--- config.mk ---
export PLATFORM = sky130hd
export DESIGN_NAME = debs_sequencer
export DESIGN_NICKNAME = d
export VERILOG_FILES = /design/src/debs_pkg.sv /design/src/debs_sequencer.sv
export VERILOG_INCLUDE_DIRS = /design/src
export SDC_FILE = /design/constraint.sdc
export NUM_CORES = 1
export LEC_CHECK = 0
export BUFFER_PORTS_ARGS = -buffer_cell sky130_fd_sc_hd__buf_2
export CAP_MARGIN = 40
export CORE_UTILIZATION = 44
export CTS_CLUSTER_SIZE = 40
export DETAILED_ROUTE_END_ITERATION = 6
export GPL_TIMING_DRIVEN = 1
export PLACE_DENSITY_LB_ADDON = 0.05
export SETUP_SLACK_MARGIN = 0.4
export SYNTH_ARGS = -nofsm -noshare
export SYNTH_HDL_FRONTEND = slang
export SYNTH_SLANG_ARGS = --single-unit
--- constraint.sdc ---
create_clock -name aclk -period 3.42 [get_ports aclk]
set_input_delay 0.684 -clock aclk [delete_from_list [all_inputs] [get_ports aclk]]
set_output_delay 0.684 -clock aclk [all_outputs]
set_load 0.005 [all_outputs]
--- src/debs_params.svh ---
// Offsets, field positions, reset values and timing counts of the sequencer
`ifndef DEBS_PARAMS_SVH
`define DEBS_PARAMS_SVH

// ****************************************************************
// Register byte offsets
// ****************************************************************
`define DEBS_REG_CTRL 8'h00
`define DEBS_REG_VTHR 8'h04
`define DEBS_REG_TMO  8'h08
`define DEBS_REG_STAT 8'h0c
`define DEBS_REG_FLT  8'h10

// ****************************************************************
// Control fields
// ****************************************************************
`define DEBS_CTRL_SWEN 0
`define DEBS_CTRL_BIMM 1
`define DEBS_CTRL_UVM  2
`define DEBS_CTRL_DISM 3
`define DEBS_CTRL_BRKF 5

// ****************************************************************
// Fault and status fields
// ****************************************************************
`define DEBS_FLT_UV   0
`define DEBS_FLT_STO  1
`define DEBS_FLT_EXT  2
`define DEBS_STAT_WRN 8

// ****************************************************************
// Reset values and timing
// ****************************************************************
`define DEBS_CTRL_RST  6'h24
`define DEBS_VTHR_RST  16'h0010
`define DEBS_TMO_US    1000
`define DEBS_CLK_MHZ   100
`define DEBS_TMO_RST   (`DEBS_TMO_US * `DEBS_CLK_MHZ)

`endif

--- src/debs_pkg.sv ---
// Types shared by the drive enable and brake sequencer
package debs_pkg;

    typedef enum logic [2:0] {
        DEBS_OFF,
        DEBS_RUN,
        DEBS_DECEL,
        DEBS_COAST,
        DEBS_DYNBRK
    } debs_state_t;

    typedef enum logic [1:0] {
        DEBS_CAT0,
        DEBS_CAT1,
        DEBS_CAT2,
        DEBS_CATN
    } debs_cat_t;

    // Drive-side outputs
    typedef struct packed {
        logic      power_active;
        logic      decel_cmd;
        logic      dyn_brake;
        logic      brake_engage;
        logic      stopping;
        debs_cat_t stop_cat;
    } debs_drv_t;

    // Pin inputs: hardware_enable_input, sto, digital stop, cat0, cat1, undervoltage
    typedef struct packed {
        logic hw_en;
        logic safe_torque_off_input;
        logic dstop;
        logic cat0;
        logic cat1;
        logic uv;
    } debs_pins_t;

endpackage

--- src/debs_sequencer.sv ---
// Drive enable, stop and holding brake sequencer with AXI4-Lite registers
//
// Notes on behaviour
// - Power stage active dropping always starts holding brake engagement.
// - In a stop, brake engages on low velocity or timeout, first wins.
// - Brake-immediate set engages brake at once on hw disable or on any fault except a controlled-class one.
// - Undervoltage mode 0 raises undervoltage fault whenever undervoltage.
// - Mode 1 (reset default) gives only a warning while not enabled.
// - Mode 1 faults on undervoltage while enabled or at enable request.
// - Torque-off open when hardware_enable_input rises raises fault, torque stays off.
// - Hardware_enable_input falling removes power at once; brake follows stop rules.
// - Disable mode 0 removes power at once; brake on threshold/timeout.
// - Disable mode 2 decelerates first, then removes power and engages brake in the same cycle.
// - Digital stop input decelerates, then disables and engages fitted brake in the same cycle.
// - Faults stop by class: immediate, dynamic braking or controlled.
// - Category 1 keeps power during deceleration, removes it when done.
// - Cat 0 and cat 1 act in every mode; cat 0 beats cat 1.
// - Any active stop request beats an enable request.
// - Stop status is reported on outputs and in a status register.
// - Emergency stop (cat 0 input) overrides every other function.
// - Clearing a stop or fault never re-enables; fresh enable needed.
// - Power allowed only while torque-off input is energised.
`timescale 1ns/1ns
`include "debs_params.svh"

module debs_sequencer
    import debs_pkg::*;
(
    // Clock and reset
    input  wire logic        aclk,
    input  wire logic        aresetn,
    // AXI4-Lite write address and data
    input  wire logic [7:0]  s_axi_awaddr,
    input  wire logic        s_axi_awvalid,
    output logic             s_axi_awready,
    input  wire logic [31:0] s_axi_wdata,
    input  wire logic [3:0]  s_axi_wstrb,
    input  wire logic        s_axi_wvalid,
    output logic             s_axi_wready,
    // AXI4-Lite write response
    output logic [1:0]       s_axi_bresp,
    output logic             s_axi_bvalid,
    input  wire logic        s_axi_bready,
    // AXI4-Lite read
    input  wire logic [7:0]  s_axi_araddr,
    input  wire logic        s_axi_arvalid,
    output logic             s_axi_arready,
    output logic [31:0]      s_axi_rdata,
    output logic [1:0]       s_axi_rresp,
    output logic             s_axi_rvalid,
    input  wire logic        s_axi_rready,
    // Asynchronous pins
    input  wire debs_pins_t  pins_in,
    // Same-clock drive logic
    input  wire logic [15:0] velocity,
    input  wire logic        fault_req,
    input  wire logic [1:0]  fault_class,
    // Power stage and brake
    output debs_drv_t        drv
);

    // ****************************************************************
    // State
    // ****************************************************************
    typedef struct packed {
        debs_pins_t  s1;
        debs_pins_t  s2;
        logic        en_prev;
        logic        hw_prev;
        debs_state_t st;
        logic [23:0] cnt;
        logic        imm;
        logic        engaged;
        logic [5:0]  ctrl;
        logic [15:0] vthr;
        logic [23:0] tmo;
        logic [2:0]  flt;
        logic        warn;
        debs_drv_t   drv;
        logic        awr;
        logic        wr;
        logic        bv;
        logic [1:0]  br;
        logic        arr;
        logic        rv;
        logic [31:0] rd;
        logic [1:0]  rr;
    } debs_reg_t;

    debs_reg_t s_q;
    debs_reg_t s_d;

    logic        hw;
    logic        safe_torque_off_input;
    logic        swen;
    logic        uvm;
    logic [1:0]  dism;
    logic        en_lvl;
    logic        en_rise;
    logic        hw_rise;
    logic [15:0] vabs;
    logic        vslow;
    logic        tmo_hit;
    logic        act;
    logic        uv_f;
    logic        sto_f;
    logic        f_imm;
    logic        f_dyn;
    logic        f_ctl;
    logic        go0;
    logic        go1;
    logic        stop_req;
    logic        done;
    logic [2:0]  f_new;
    logic [2:0]  f_clr;
    logic [31:0] rdv;

    // ****************************************************************
    // Sequencer and register file
    // ****************************************************************
    always_comb
    begin
        s_d = s_q;

        // Pins pass two flip-flops
        s_d.s1 = pins_in;
        s_d.s2 = s_q.s1;
        hw     = s_q.s2.hw_en;
        safe_torque_off_input    = s_q.s2.safe_torque_off_input;

        swen = s_q.ctrl[`DEBS_CTRL_SWEN];
        uvm  = s_q.ctrl[`DEBS_CTRL_UVM];
        dism = s_q.ctrl[`DEBS_CTRL_DISM +: 2];

        // Enable request is a fresh rise of both enables
        en_lvl     = hw & swen;
        en_rise    = en_lvl & ~s_q.en_prev;
        hw_rise    = hw & ~s_q.hw_prev;
        s_d.en_prev = en_lvl;
        s_d.hw_prev = hw;

        vabs  = velocity[15] ? 16'(-velocity) : velocity;
        vslow = vabs < s_q.vthr;
        tmo_hit = s_q.cnt >= s_q.tmo;
        act   = s_q.drv.power_active;

        // Undervoltage fault or warning
        uv_f = s_q.s2.uv & (~uvm | act | en_rise);
        s_d.warn = s_q.s2.uv & uvm & ~uv_f;

        sto_f = (hw_rise | act) & ~safe_torque_off_input;

        f_imm = fault_req & (fault_class == 2'h0);
        f_dyn = fault_req & (fault_class == 2'h1);
        f_ctl = fault_req & fault_class[1];

        // Category 0 causes
        go0 = s_q.s2.cat0 | ~hw | sto_f | uv_f | f_imm
            | (~swen & (dism != 2'h2));
        // Category 1 causes
        go1 = s_q.s2.cat1 | f_ctl | (~swen & (dism == 2'h2));
        stop_req = s_q.s2.cat0 | s_q.s2.cat1 | s_q.s2.dstop;

        done = vslow | tmo_hit;
        if (s_q.cnt != 24'hffffff)
        begin
            s_d.cnt = s_q.cnt + 24'h1;
        end

        s_d.drv.decel_cmd = 1'b0;
        s_d.drv.dyn_brake = 1'b0;

        unique case (s_q.st)
            DEBS_OFF:
            begin
                s_d.drv.power_active = 1'b0;
                s_d.drv.stopping     = 1'b0;
                s_d.drv.stop_cat     = DEBS_CATN;
                if (en_rise & ~stop_req & (s_q.flt == 3'h0)
                    & safe_torque_off_input & ~uv_f & ~fault_req)
                begin
                    s_d.st               = DEBS_RUN;
                    s_d.engaged          = 1'b0;
                    s_d.drv.power_active = 1'b1;
                end
            end
            DEBS_RUN, DEBS_DECEL:
            begin
                s_d.cnt = (s_q.st == DEBS_RUN) ? 24'h0 : s_d.cnt;
                if (go0)
                begin
                    s_d.st               = DEBS_COAST;
                    s_d.drv.power_active = 1'b0;
                    s_d.drv.stopping     = 1'b1;
                    s_d.drv.stop_cat     = DEBS_CAT0;
                    s_d.imm = s_q.ctrl[`DEBS_CTRL_BIMM]
                            & (fault_req | uv_f | sto_f | ~hw);
                    s_d.cnt              = 24'h0;
                end
                else if (f_dyn)
                begin
                    s_d.st               = DEBS_DYNBRK;
                    s_d.drv.power_active = 1'b0;
                    s_d.drv.dyn_brake    = 1'b1;
                    s_d.drv.stopping     = 1'b1;
                    s_d.drv.stop_cat     = DEBS_CAT0;
                    s_d.imm = s_q.ctrl[`DEBS_CTRL_BIMM];
                    s_d.cnt              = 24'h0;
                end
                else if (s_q.st == DEBS_DECEL)
                begin
                    s_d.drv.decel_cmd = ~done;
                    if (go1 & (s_q.drv.stop_cat == DEBS_CAT2))
                    begin
                        s_d.drv.stop_cat = DEBS_CAT1;
                    end
                    if (done)
                    begin
                        s_d.st               = DEBS_OFF;
                        s_d.drv.power_active = 1'b0;
                        s_d.engaged          = 1'b1;
                    end
                end
                else if (go1 | s_q.s2.dstop)
                begin
                    s_d.st               = DEBS_DECEL;
                    s_d.drv.decel_cmd    = 1'b1;
                    s_d.drv.stopping     = 1'b1;
                    s_d.drv.stop_cat     = go1 ? DEBS_CAT1 : DEBS_CAT2;
                    s_d.cnt              = 24'h0;
                end
            end
            DEBS_COAST, DEBS_DYNBRK:
            begin
                s_d.drv.power_active = 1'b0;
                s_d.drv.dyn_brake    = (s_q.st == DEBS_DYNBRK) & ~done;
                if (done | s_q.imm)
                begin
                    s_d.st           = DEBS_OFF;
                    s_d.engaged      = 1'b1;
                    s_d.imm          = 1'b0;
                    s_d.drv.dyn_brake = 1'b0;
                end
            end
            default:
            begin
                s_d.st = DEBS_OFF;
            end
        endcase

        s_d.drv.brake_engage = s_d.engaged
                             & s_q.ctrl[`DEBS_CTRL_BRKF];

        // Sticky faults; a new event wins over a clear
        f_new = 3'h0;
        f_new[`DEBS_FLT_UV]  = uv_f;
        f_new[`DEBS_FLT_STO] = sto_f;
        f_new[`DEBS_FLT_EXT] = fault_req;
        f_clr = 3'h0;

        // Write channel: both taken in the cycle readies stand
        s_d.awr = 1'b0;
        s_d.wr  = 1'b0;
        if (s_q.bv & s_axi_bready)
        begin
            s_d.bv = 1'b0;
        end
        if (s_q.awr)
        begin
            s_d.bv = 1'b1;
            s_d.br = 2'h0;
            unique case (s_axi_awaddr)
                `DEBS_REG_CTRL:
                begin
                    if (s_axi_wstrb[0])
                    begin
                        s_d.ctrl = s_axi_wdata[5:0];
                    end
                end
                `DEBS_REG_VTHR:
                begin
                    if (s_axi_wstrb[0])
                    begin
                        s_d.vthr[7:0] = s_axi_wdata[7:0];
                    end
                    if (s_axi_wstrb[1])
                    begin
                        s_d.vthr[15:8] = s_axi_wdata[15:8];
                    end
                end
                `DEBS_REG_TMO:
                begin
                    if (s_axi_wstrb[0])
                    begin
                        s_d.tmo[7:0] = s_axi_wdata[7:0];
                    end
                    if (s_axi_wstrb[1])
                    begin
                        s_d.tmo[15:8] = s_axi_wdata[15:8];
                    end
                    if (s_axi_wstrb[2])
                    begin
                        s_d.tmo[23:16] = s_axi_wdata[23:16];
                    end
                end
                `DEBS_REG_FLT:
                begin
                    if (s_axi_wstrb[0])
                    begin
                        f_clr = s_axi_wdata[2:0];
                    end
                end
                `DEBS_REG_STAT:
                begin
                    s_d.br = 2'h0;
                end
                default:
                begin
                    s_d.br = 2'h2;
                end
            endcase
        end
        else if (s_axi_awvalid & s_axi_wvalid & ~s_q.bv)
        begin
            s_d.awr = 1'b1;
            s_d.wr  = 1'b1;
        end
        s_d.flt = (s_q.flt & ~f_clr) | f_new;

        // Read channel
        rdv = 32'h0;
        rdv[2:0] = s_q.flt;
        rdv[`DEBS_STAT_WRN] = s_q.warn;
        s_d.arr = 1'b0;
        if (s_q.rv & s_axi_rready)
        begin
            s_d.rv = 1'b0;
        end
        if (s_q.arr)
        begin
            s_d.rv = 1'b1;
            s_d.rr = 2'h0;
            s_d.rd = 32'h0;
            unique case (s_axi_araddr)
                `DEBS_REG_CTRL: s_d.rd[5:0] = s_q.ctrl;
                `DEBS_REG_VTHR: s_d.rd[15:0] = s_q.vthr;
                `DEBS_REG_TMO:  s_d.rd[23:0] = s_q.tmo;
                `DEBS_REG_FLT:  s_d.rd = rdv;
                `DEBS_REG_STAT:
                begin
                    s_d.rd[2:0]   = s_q.st;
                    s_d.rd[6:4]   = {s_q.drv.stopping, s_q.drv.stop_cat};
                    s_d.rd[11:8]  = {s_q.drv.power_active,
                                     s_q.drv.decel_cmd,
                                     s_q.drv.dyn_brake,
                                     s_q.drv.brake_engage};
                    s_d.rd[18:16] = s_q.flt;
                    s_d.rd[19]    = s_q.warn;
                end
                default: s_d.rr = 2'h2;
            endcase
        end
        else if (s_axi_arvalid & ~s_q.rv)
        begin
            s_d.arr = 1'b1;
        end
    end

    always_ff @(posedge aclk)
    begin
        if (!aresetn)
        begin
            s_q                  <= '0;
            s_q.st               <= DEBS_OFF;
            s_q.engaged          <= 1'b1;
            s_q.drv.brake_engage <= 1'b1;
            s_q.drv.stop_cat     <= DEBS_CATN;
            s_q.ctrl             <= `DEBS_CTRL_RST;
            s_q.vthr             <= `DEBS_VTHR_RST;
            s_q.tmo              <= 24'(`DEBS_TMO_RST);
        end
        else
        begin
            s_q <= s_d;
        end
    end

    // ****************************************************************
    // Outputs
    // ****************************************************************
    assign drv           = s_q.drv;
    assign s_axi_awready = s_q.awr;
    assign s_axi_wready  = s_q.wr;
    assign s_axi_bvalid  = s_q.bv;
    assign s_axi_bresp   = s_q.br;
    assign s_axi_arready = s_q.arr;
    assign s_axi_rvalid  = s_q.rv;
    assign s_axi_rdata   = s_q.rd;
    assign s_axi_rresp   = s_q.rr;

endmodule // debs_sequencer

After elaboration in Yosys (flattened, before gate mapping). Index checks and enable logic that the tools add are counted.

Reductions and logical operators: 28. Bitwise operators: 61. Add/sub/neg operators: 2. Shift operators: 0. Muxes and demuxes: 62. Equality and inequality tests: 27. $lt $le $gt $ge: 2. $mul: 0. Divide/modulo/power cells: 0.

Operator list (count): two-way mux 24 bit (4); two-way mux 27 bit (2); two-way mux 35 bit (1); two-way mux 3 bit (11); == test 8 x 4 -> 1 bit (second input constant) (4); AND reduction 3 bit (10); two-way mux 28 bit (1); bitwise AND 1 bit (26); adder 24 x 1 -> 24 bit (second input constant) (1); greater-or-equal comparator 24 bit (1); != test 24 bit (second input constant) (1); two-way mux 1 bit (20); OR 1 bit (18); == test 8 x 3 -> 1 bit (second input constant) (2); == test 8 x 5 -> 1 bit (second input constant) (2); zero test 8 bit (2); less-than comparator 16 bit (1); two-way mux 16 bit (1); != test 4 bit (second input constant) (4); negation 16 bit (1); case mux 4 bit (2 select lines) (2); case mux 4 bit (4 select lines) (1); != test 5 bit (second input constant) (3); case mux 3 bit (5 select lines) (1); other kinds (26) (62).

Bits of input ports: 84. Memory bits (writable): 0. Word-level logic and storage cells: 222. Latch bits: 0. ROM bits: 0. Register bits after elaboration: 133. Memories: 0.

Depth between registers and ports, before layout.
Word-level depth: 11. Mapped depth: 12. Gate-level depth less buffers: 12.

Worst setup path before layout. Ideal clock, no wire load.

Path type: in2reg. From: input velocity[3]. To: register s_q[124] (netlist name). Library setup time: 0.096 ns. Setup slack: -0.056 ns. Stages: 12. Arrival: 3.381 ns. Path through: or3_1 -> nor2_1 -> nand4_1 -> o41ai_1 -> xnor2_1 -> ha_1 -> and4_1 -> nand2_1 -> nor4_1 -> a211oi_2 -> or3_4 -> o41ai_2.

Cells in the longest elaborated chain, start to end: 7.

Ends and longest elaborated chain: start, declared (line debs_sequencer.sv:55) `input wire logic [15:0] velocity,`; negation 16 bit (line debs_sequencer.sv:142) `vabs = velocity[15] ? 16'(-velocity) : velocity;`; two-way mux 16 bit * (line debs_sequencer.sv:142); less-than comparator 16 bit * (line debs_sequencer.sv:143) `vslow = vabs < s_q.vthr;`; OR 1 bit * (line debs_sequencer.sv:164) `done = vslow | tmo_hit;`; OR 1 bit (line debs_sequencer.sv:237) `if (done | s_q.imm)`; != test 2 bit (no source line); AND reduction 4 bit (no source line) *; end, declared (line debs_sequencer.sv:90) `debs_reg_t s_q;`.

Every way passes the cells marked *; elsewhere a longest branch is shown, timed or not. A chain may end at the register's enable or synchronous reset.

Worst setup path after layout.
From: input velocity[2]. To: register drv[3] (netlist name).

Cells in the longest elaborated chain, start to end: 10.

Ends and longest elaborated chain: negation 16 bit (line debs_sequencer.sv:142); two-way mux 16 bit * (line debs_sequencer.sv:142); less-than comparator 16 bit * (line debs_sequencer.sv:143); OR 1 bit * (line debs_sequencer.sv:164); two-way mux 1 bit (line debs_sequencer.sv:217) `if (done)`; two-way mux 1 bit (line debs_sequencer.sv:210) `else if (s_q.st == DEBS_DECEL)`; two-way mux 1 bit (line debs_sequencer.sv:200) `else if (f_dyn)`; two-way mux 1 bit (line debs_sequencer.sv:190) `if (go0)`; case mux 1 bit (3 select lines) * (line debs_sequencer.sv:173) `unique case (s_q.st)`; bitwise AND 1 bit * (line debs_sequencer.sv:251) `s_d.drv.brake_engage = s_d.engaged`.

Every way passes the cells marked *; elsewhere a longest branch is shown, timed or not. The select of a mux whose other input is x is not followed.

==> qor.txt <==
Outcome - finished clean
Number of max-cap violations - 0
Pint - 3041 uW
Rel. slew slack - 0.4976
Pleak - 0.003491 uW
Simple logic cell fraction of the synthesized area - 0.2424
Kind of critical path - in -> reg
Unrepaired setup endpoints after global routing - true
Detailed-router iteration count before antenna repair - 4
Synth warnings - 0
WL final - 20270 um
Hold Path Cell Cnt - 1
Max Used Layer - met4
Flop2flop setup slack - 1.03 ns
Switching power share of the total - 0.2385
Post-Route M1 WL - 9558 um
Hold buffers post-CTS - 0
GRT overflow - 0
Main combinational cell family by area after synthesis - simple AND/OR/NAND/NOR gates
Crit path capture type - register
Dpl cells - 1178
Drt drc - 0
XOR/XNOR share of the synthesized area - 0.04034
Slew @ Worst Pin - 0.7479 ns
Routed wire per std cell - 16.74 um
Root Driver - clkbuf_16
Vias per cell - 5.380
Metal2 WL - 9624 um
Final ANT Viol Nets - 0
Reg2reg path depth - 8
Synth top area cells - dfxtp_1 (35%), ha_1 (6.9%), nand2_1 (5.6%), buf_4 (4.6%), nand3_1 (3.9%)
Via count - 6515
Final Net Count - 1108
Crit path buf inv count - 3
Initial antenna violation count - 0
Clock slew at reported path FFs - 0.06 ns
Post-synth top area share - 0.3525
Min-Delay Startpoint - s_d[133]
Port Buffers - 112
Post-synthesis compound-gate area fraction - 0.1769
EDFF count, synth - 0
Multiplexer share of the synthesized area - 0.02373
Non-Filler Instances - 1211
Synth Register Bits - 130
Post-synthesis cell count - 901
Final worst slack - 0.1473 ns
Post-place setup slack - -0.3701 ns
Hold Crit Class - reg -> reg
Delay of the slowest cell on the worst path - 0.39 ns
Chip width - 131.5 um
NetSw - 952.3 uW
Post-Synth Adder-Cell Area - 0.07085
Inserted Clock Buffers - 17
Num rows - 46
Met3 WL - 899 um
Async set-reset flop share out of synthesis - 0
RR Startpoint - s_q[73]
All-layer global routing usage - 0.2395
Initial DRC count - 421
Peak Freq - 305.6 MHz
CTS max path bufs - 2
Synth Flop Type - dfxtp_1
Vias in the first global route - 6228
First-pass GRT wire length - 32570 um
CP arrival - 3.61 ns
Clock share of power - 0.494
Clk_lat worst skew - 0.42 ns
Sequential fraction of design power - 0.402
Initial core utilization - 0.4581
H-tree depth - 4
Critical-path cell list - buf_6 > or3_4 > nor2_4 > nand4_1 > buf_4 > o21ai_2 > xnor2_1 > ha_1 > a21o_1 > a21o_1 > a221o_1 > a211oi_4 > nor3_2 > buf_4 > a31oi_1
CTS tree - built
Worst endpoint required time - 3.76 ns
Largest net degree at the start of global routing - 53
Clock skew - 0.006689 ns
Diodes inserted - 0
Period utilisation layout - 0.9569
Cell taking the most area after synthesis - dfxtp_1
Comb power frac - 0.105
RR Endpoint - s_q[124]
Crit-path max FO - 4
Nature of the critical path startpoint - input port
Placer Congestion - 0.8474
Die area - 17300 um2
Seq/Total Area, Yosys - 0.3525
Top Family by Delay on Critical Path - compound AO/OA/AOI/OAI gates
Fraction of layout cells with a size suffix above 1 - 0.1980
Post-Synthesis Cell Area - 7382 um2
Die height - 131.5 um
Peak VDD IR - 0.3902 mV
Synth unique cells - 68
Synth top cells by count - dfxtp_1 (130), nand2_1 (111), nor2_1 (59)
Hold Crit Endpoint - safe_torque_off_input
P&R area growth vs syn - 17.39%
Core area - 16120 um2
Pwr/cell area - 460.8 nW/um2
Max Slew Vio Count - 0
Syn avg cell area - 8.193 um2
Most common cell in the synthesized netlist - dfxtp_1
DP HPWL - 15430 um
CTS sink count - 130
IO Count - 132
Count of final setup violators - 0
Slowest cell on the critical path - or3_4
Final min period - 3.273 ns
Hold Violations, Final - 0
[registers in the layout, summed over array words and instances, names as in the netlist]
name                   count
s_axi_arready              1
s_axi_rvalid               1
drv                        6
dism                       2
rdv                        4
safe_torque_off_input      1
s_axi_bvalid               1
s_axi_rdata               24
act                        1
s_d                        6
s_axi_awready              1
s_axi_bresp                1
s_q                       79
s_axi_rresp                1
hw                         1
[metrics by stage]
stage	cell area, um2	utilization	power [uW]	hold WS, ns	TNS (ns)
6_report	8666	0.5377	3993	0.4278	0
2_1_floorplan	7447	-	1895	0.4119	0
5_1_grt	8666	0.5377	4153	0.4488	0
3_5_place_dp	7954	0.4936	2038	0.4185	-2.530
3_3_place_gp	7954	0.4936	2025	0.4156	-1.644
4_1_cts	8663	0.5376	4013	0.4326	0
[worst max-delay path by stage]
stage / end / cells past startpoint / start / slack [ns]
final: drv[3] / 15 / velocity[2] / 0.15
after global routing: drv[3] / 15 / velocity[2] / 0.01
after CTS: s_q[124] / 14 / velocity[2] / 0.17
after detailed placement: act / 13 / velocity[3] / -0.37
after global placement: act / 13 / velocity[3] / -0.28
after floorplan: s_q[124] / 12 / velocity[3] / 0.08
[timing repair]
action                                  CTS  global route
pin swaps                                19             1
setup buffers                             2             0
gates resized for setup                  12             2
cloned                                    0             0
endpoints found under the setup margin    8             8
[cells in the final DEF (no fill, tap or decap), types with 7 or more instances in the layout]
cell,instances
dfxtp_1,130
nand2_1,111
buf_2,111
nor2_1,58
nand3_1,57
inv_1,53
a21oi_1,43
ha_1,41
o21ai_0,39
a21boi_0,34
xnor2_1,30
nand2b_1,24
buf_4,23
and2_1,18
nor3_1,17
clkbuf_16,17
nand4_1,14
mux2i_1,13
a22oi_1,10
conb_1,10
nor2b_1,9
a22o_1,9
a21o_1,7
a31oi_1,7
[final cells by class]
class / instances / area, um2
well taps: 216 / 270.3
multi-input cells: 645 / 4219
flip-flops and latches: 130 / 2603
inverters: 54 / 202.7
clock buffers: 20 / 446.7
clock inverters: 11 / 185.2
fillers: 1542 / 7450
repair buffers: 135 / 739.5
[cell families after synthesis]
family                     count (synthesis)
muxes                                     15
xor gates and xnor gates                  34
AOI/OAI and AO/OA                        193
adders and majority gates                 42
and+or+nand+nor                          351
DFF                                      130
buffers and inverters                    135
other                                      1
[power by group through the flow]
stage	Sequential, uW	Combinational (uW)	Clock, uW
floorplan	1610	284	0
global placement	1640	389	0
detailed placement	1640	402	0
CTS	1600	416	1990
global route	1610	467	2080
finish	1600	417	1970
[routing by layer]
layer,track usage,vias up
li1,-,3254
met1,0.3142,3078
met2,0.3983,164
met3,0.05285,19
met4,0.05491,0
met5,0,-
Note: power is estimated with default switching activity, not from simulation.
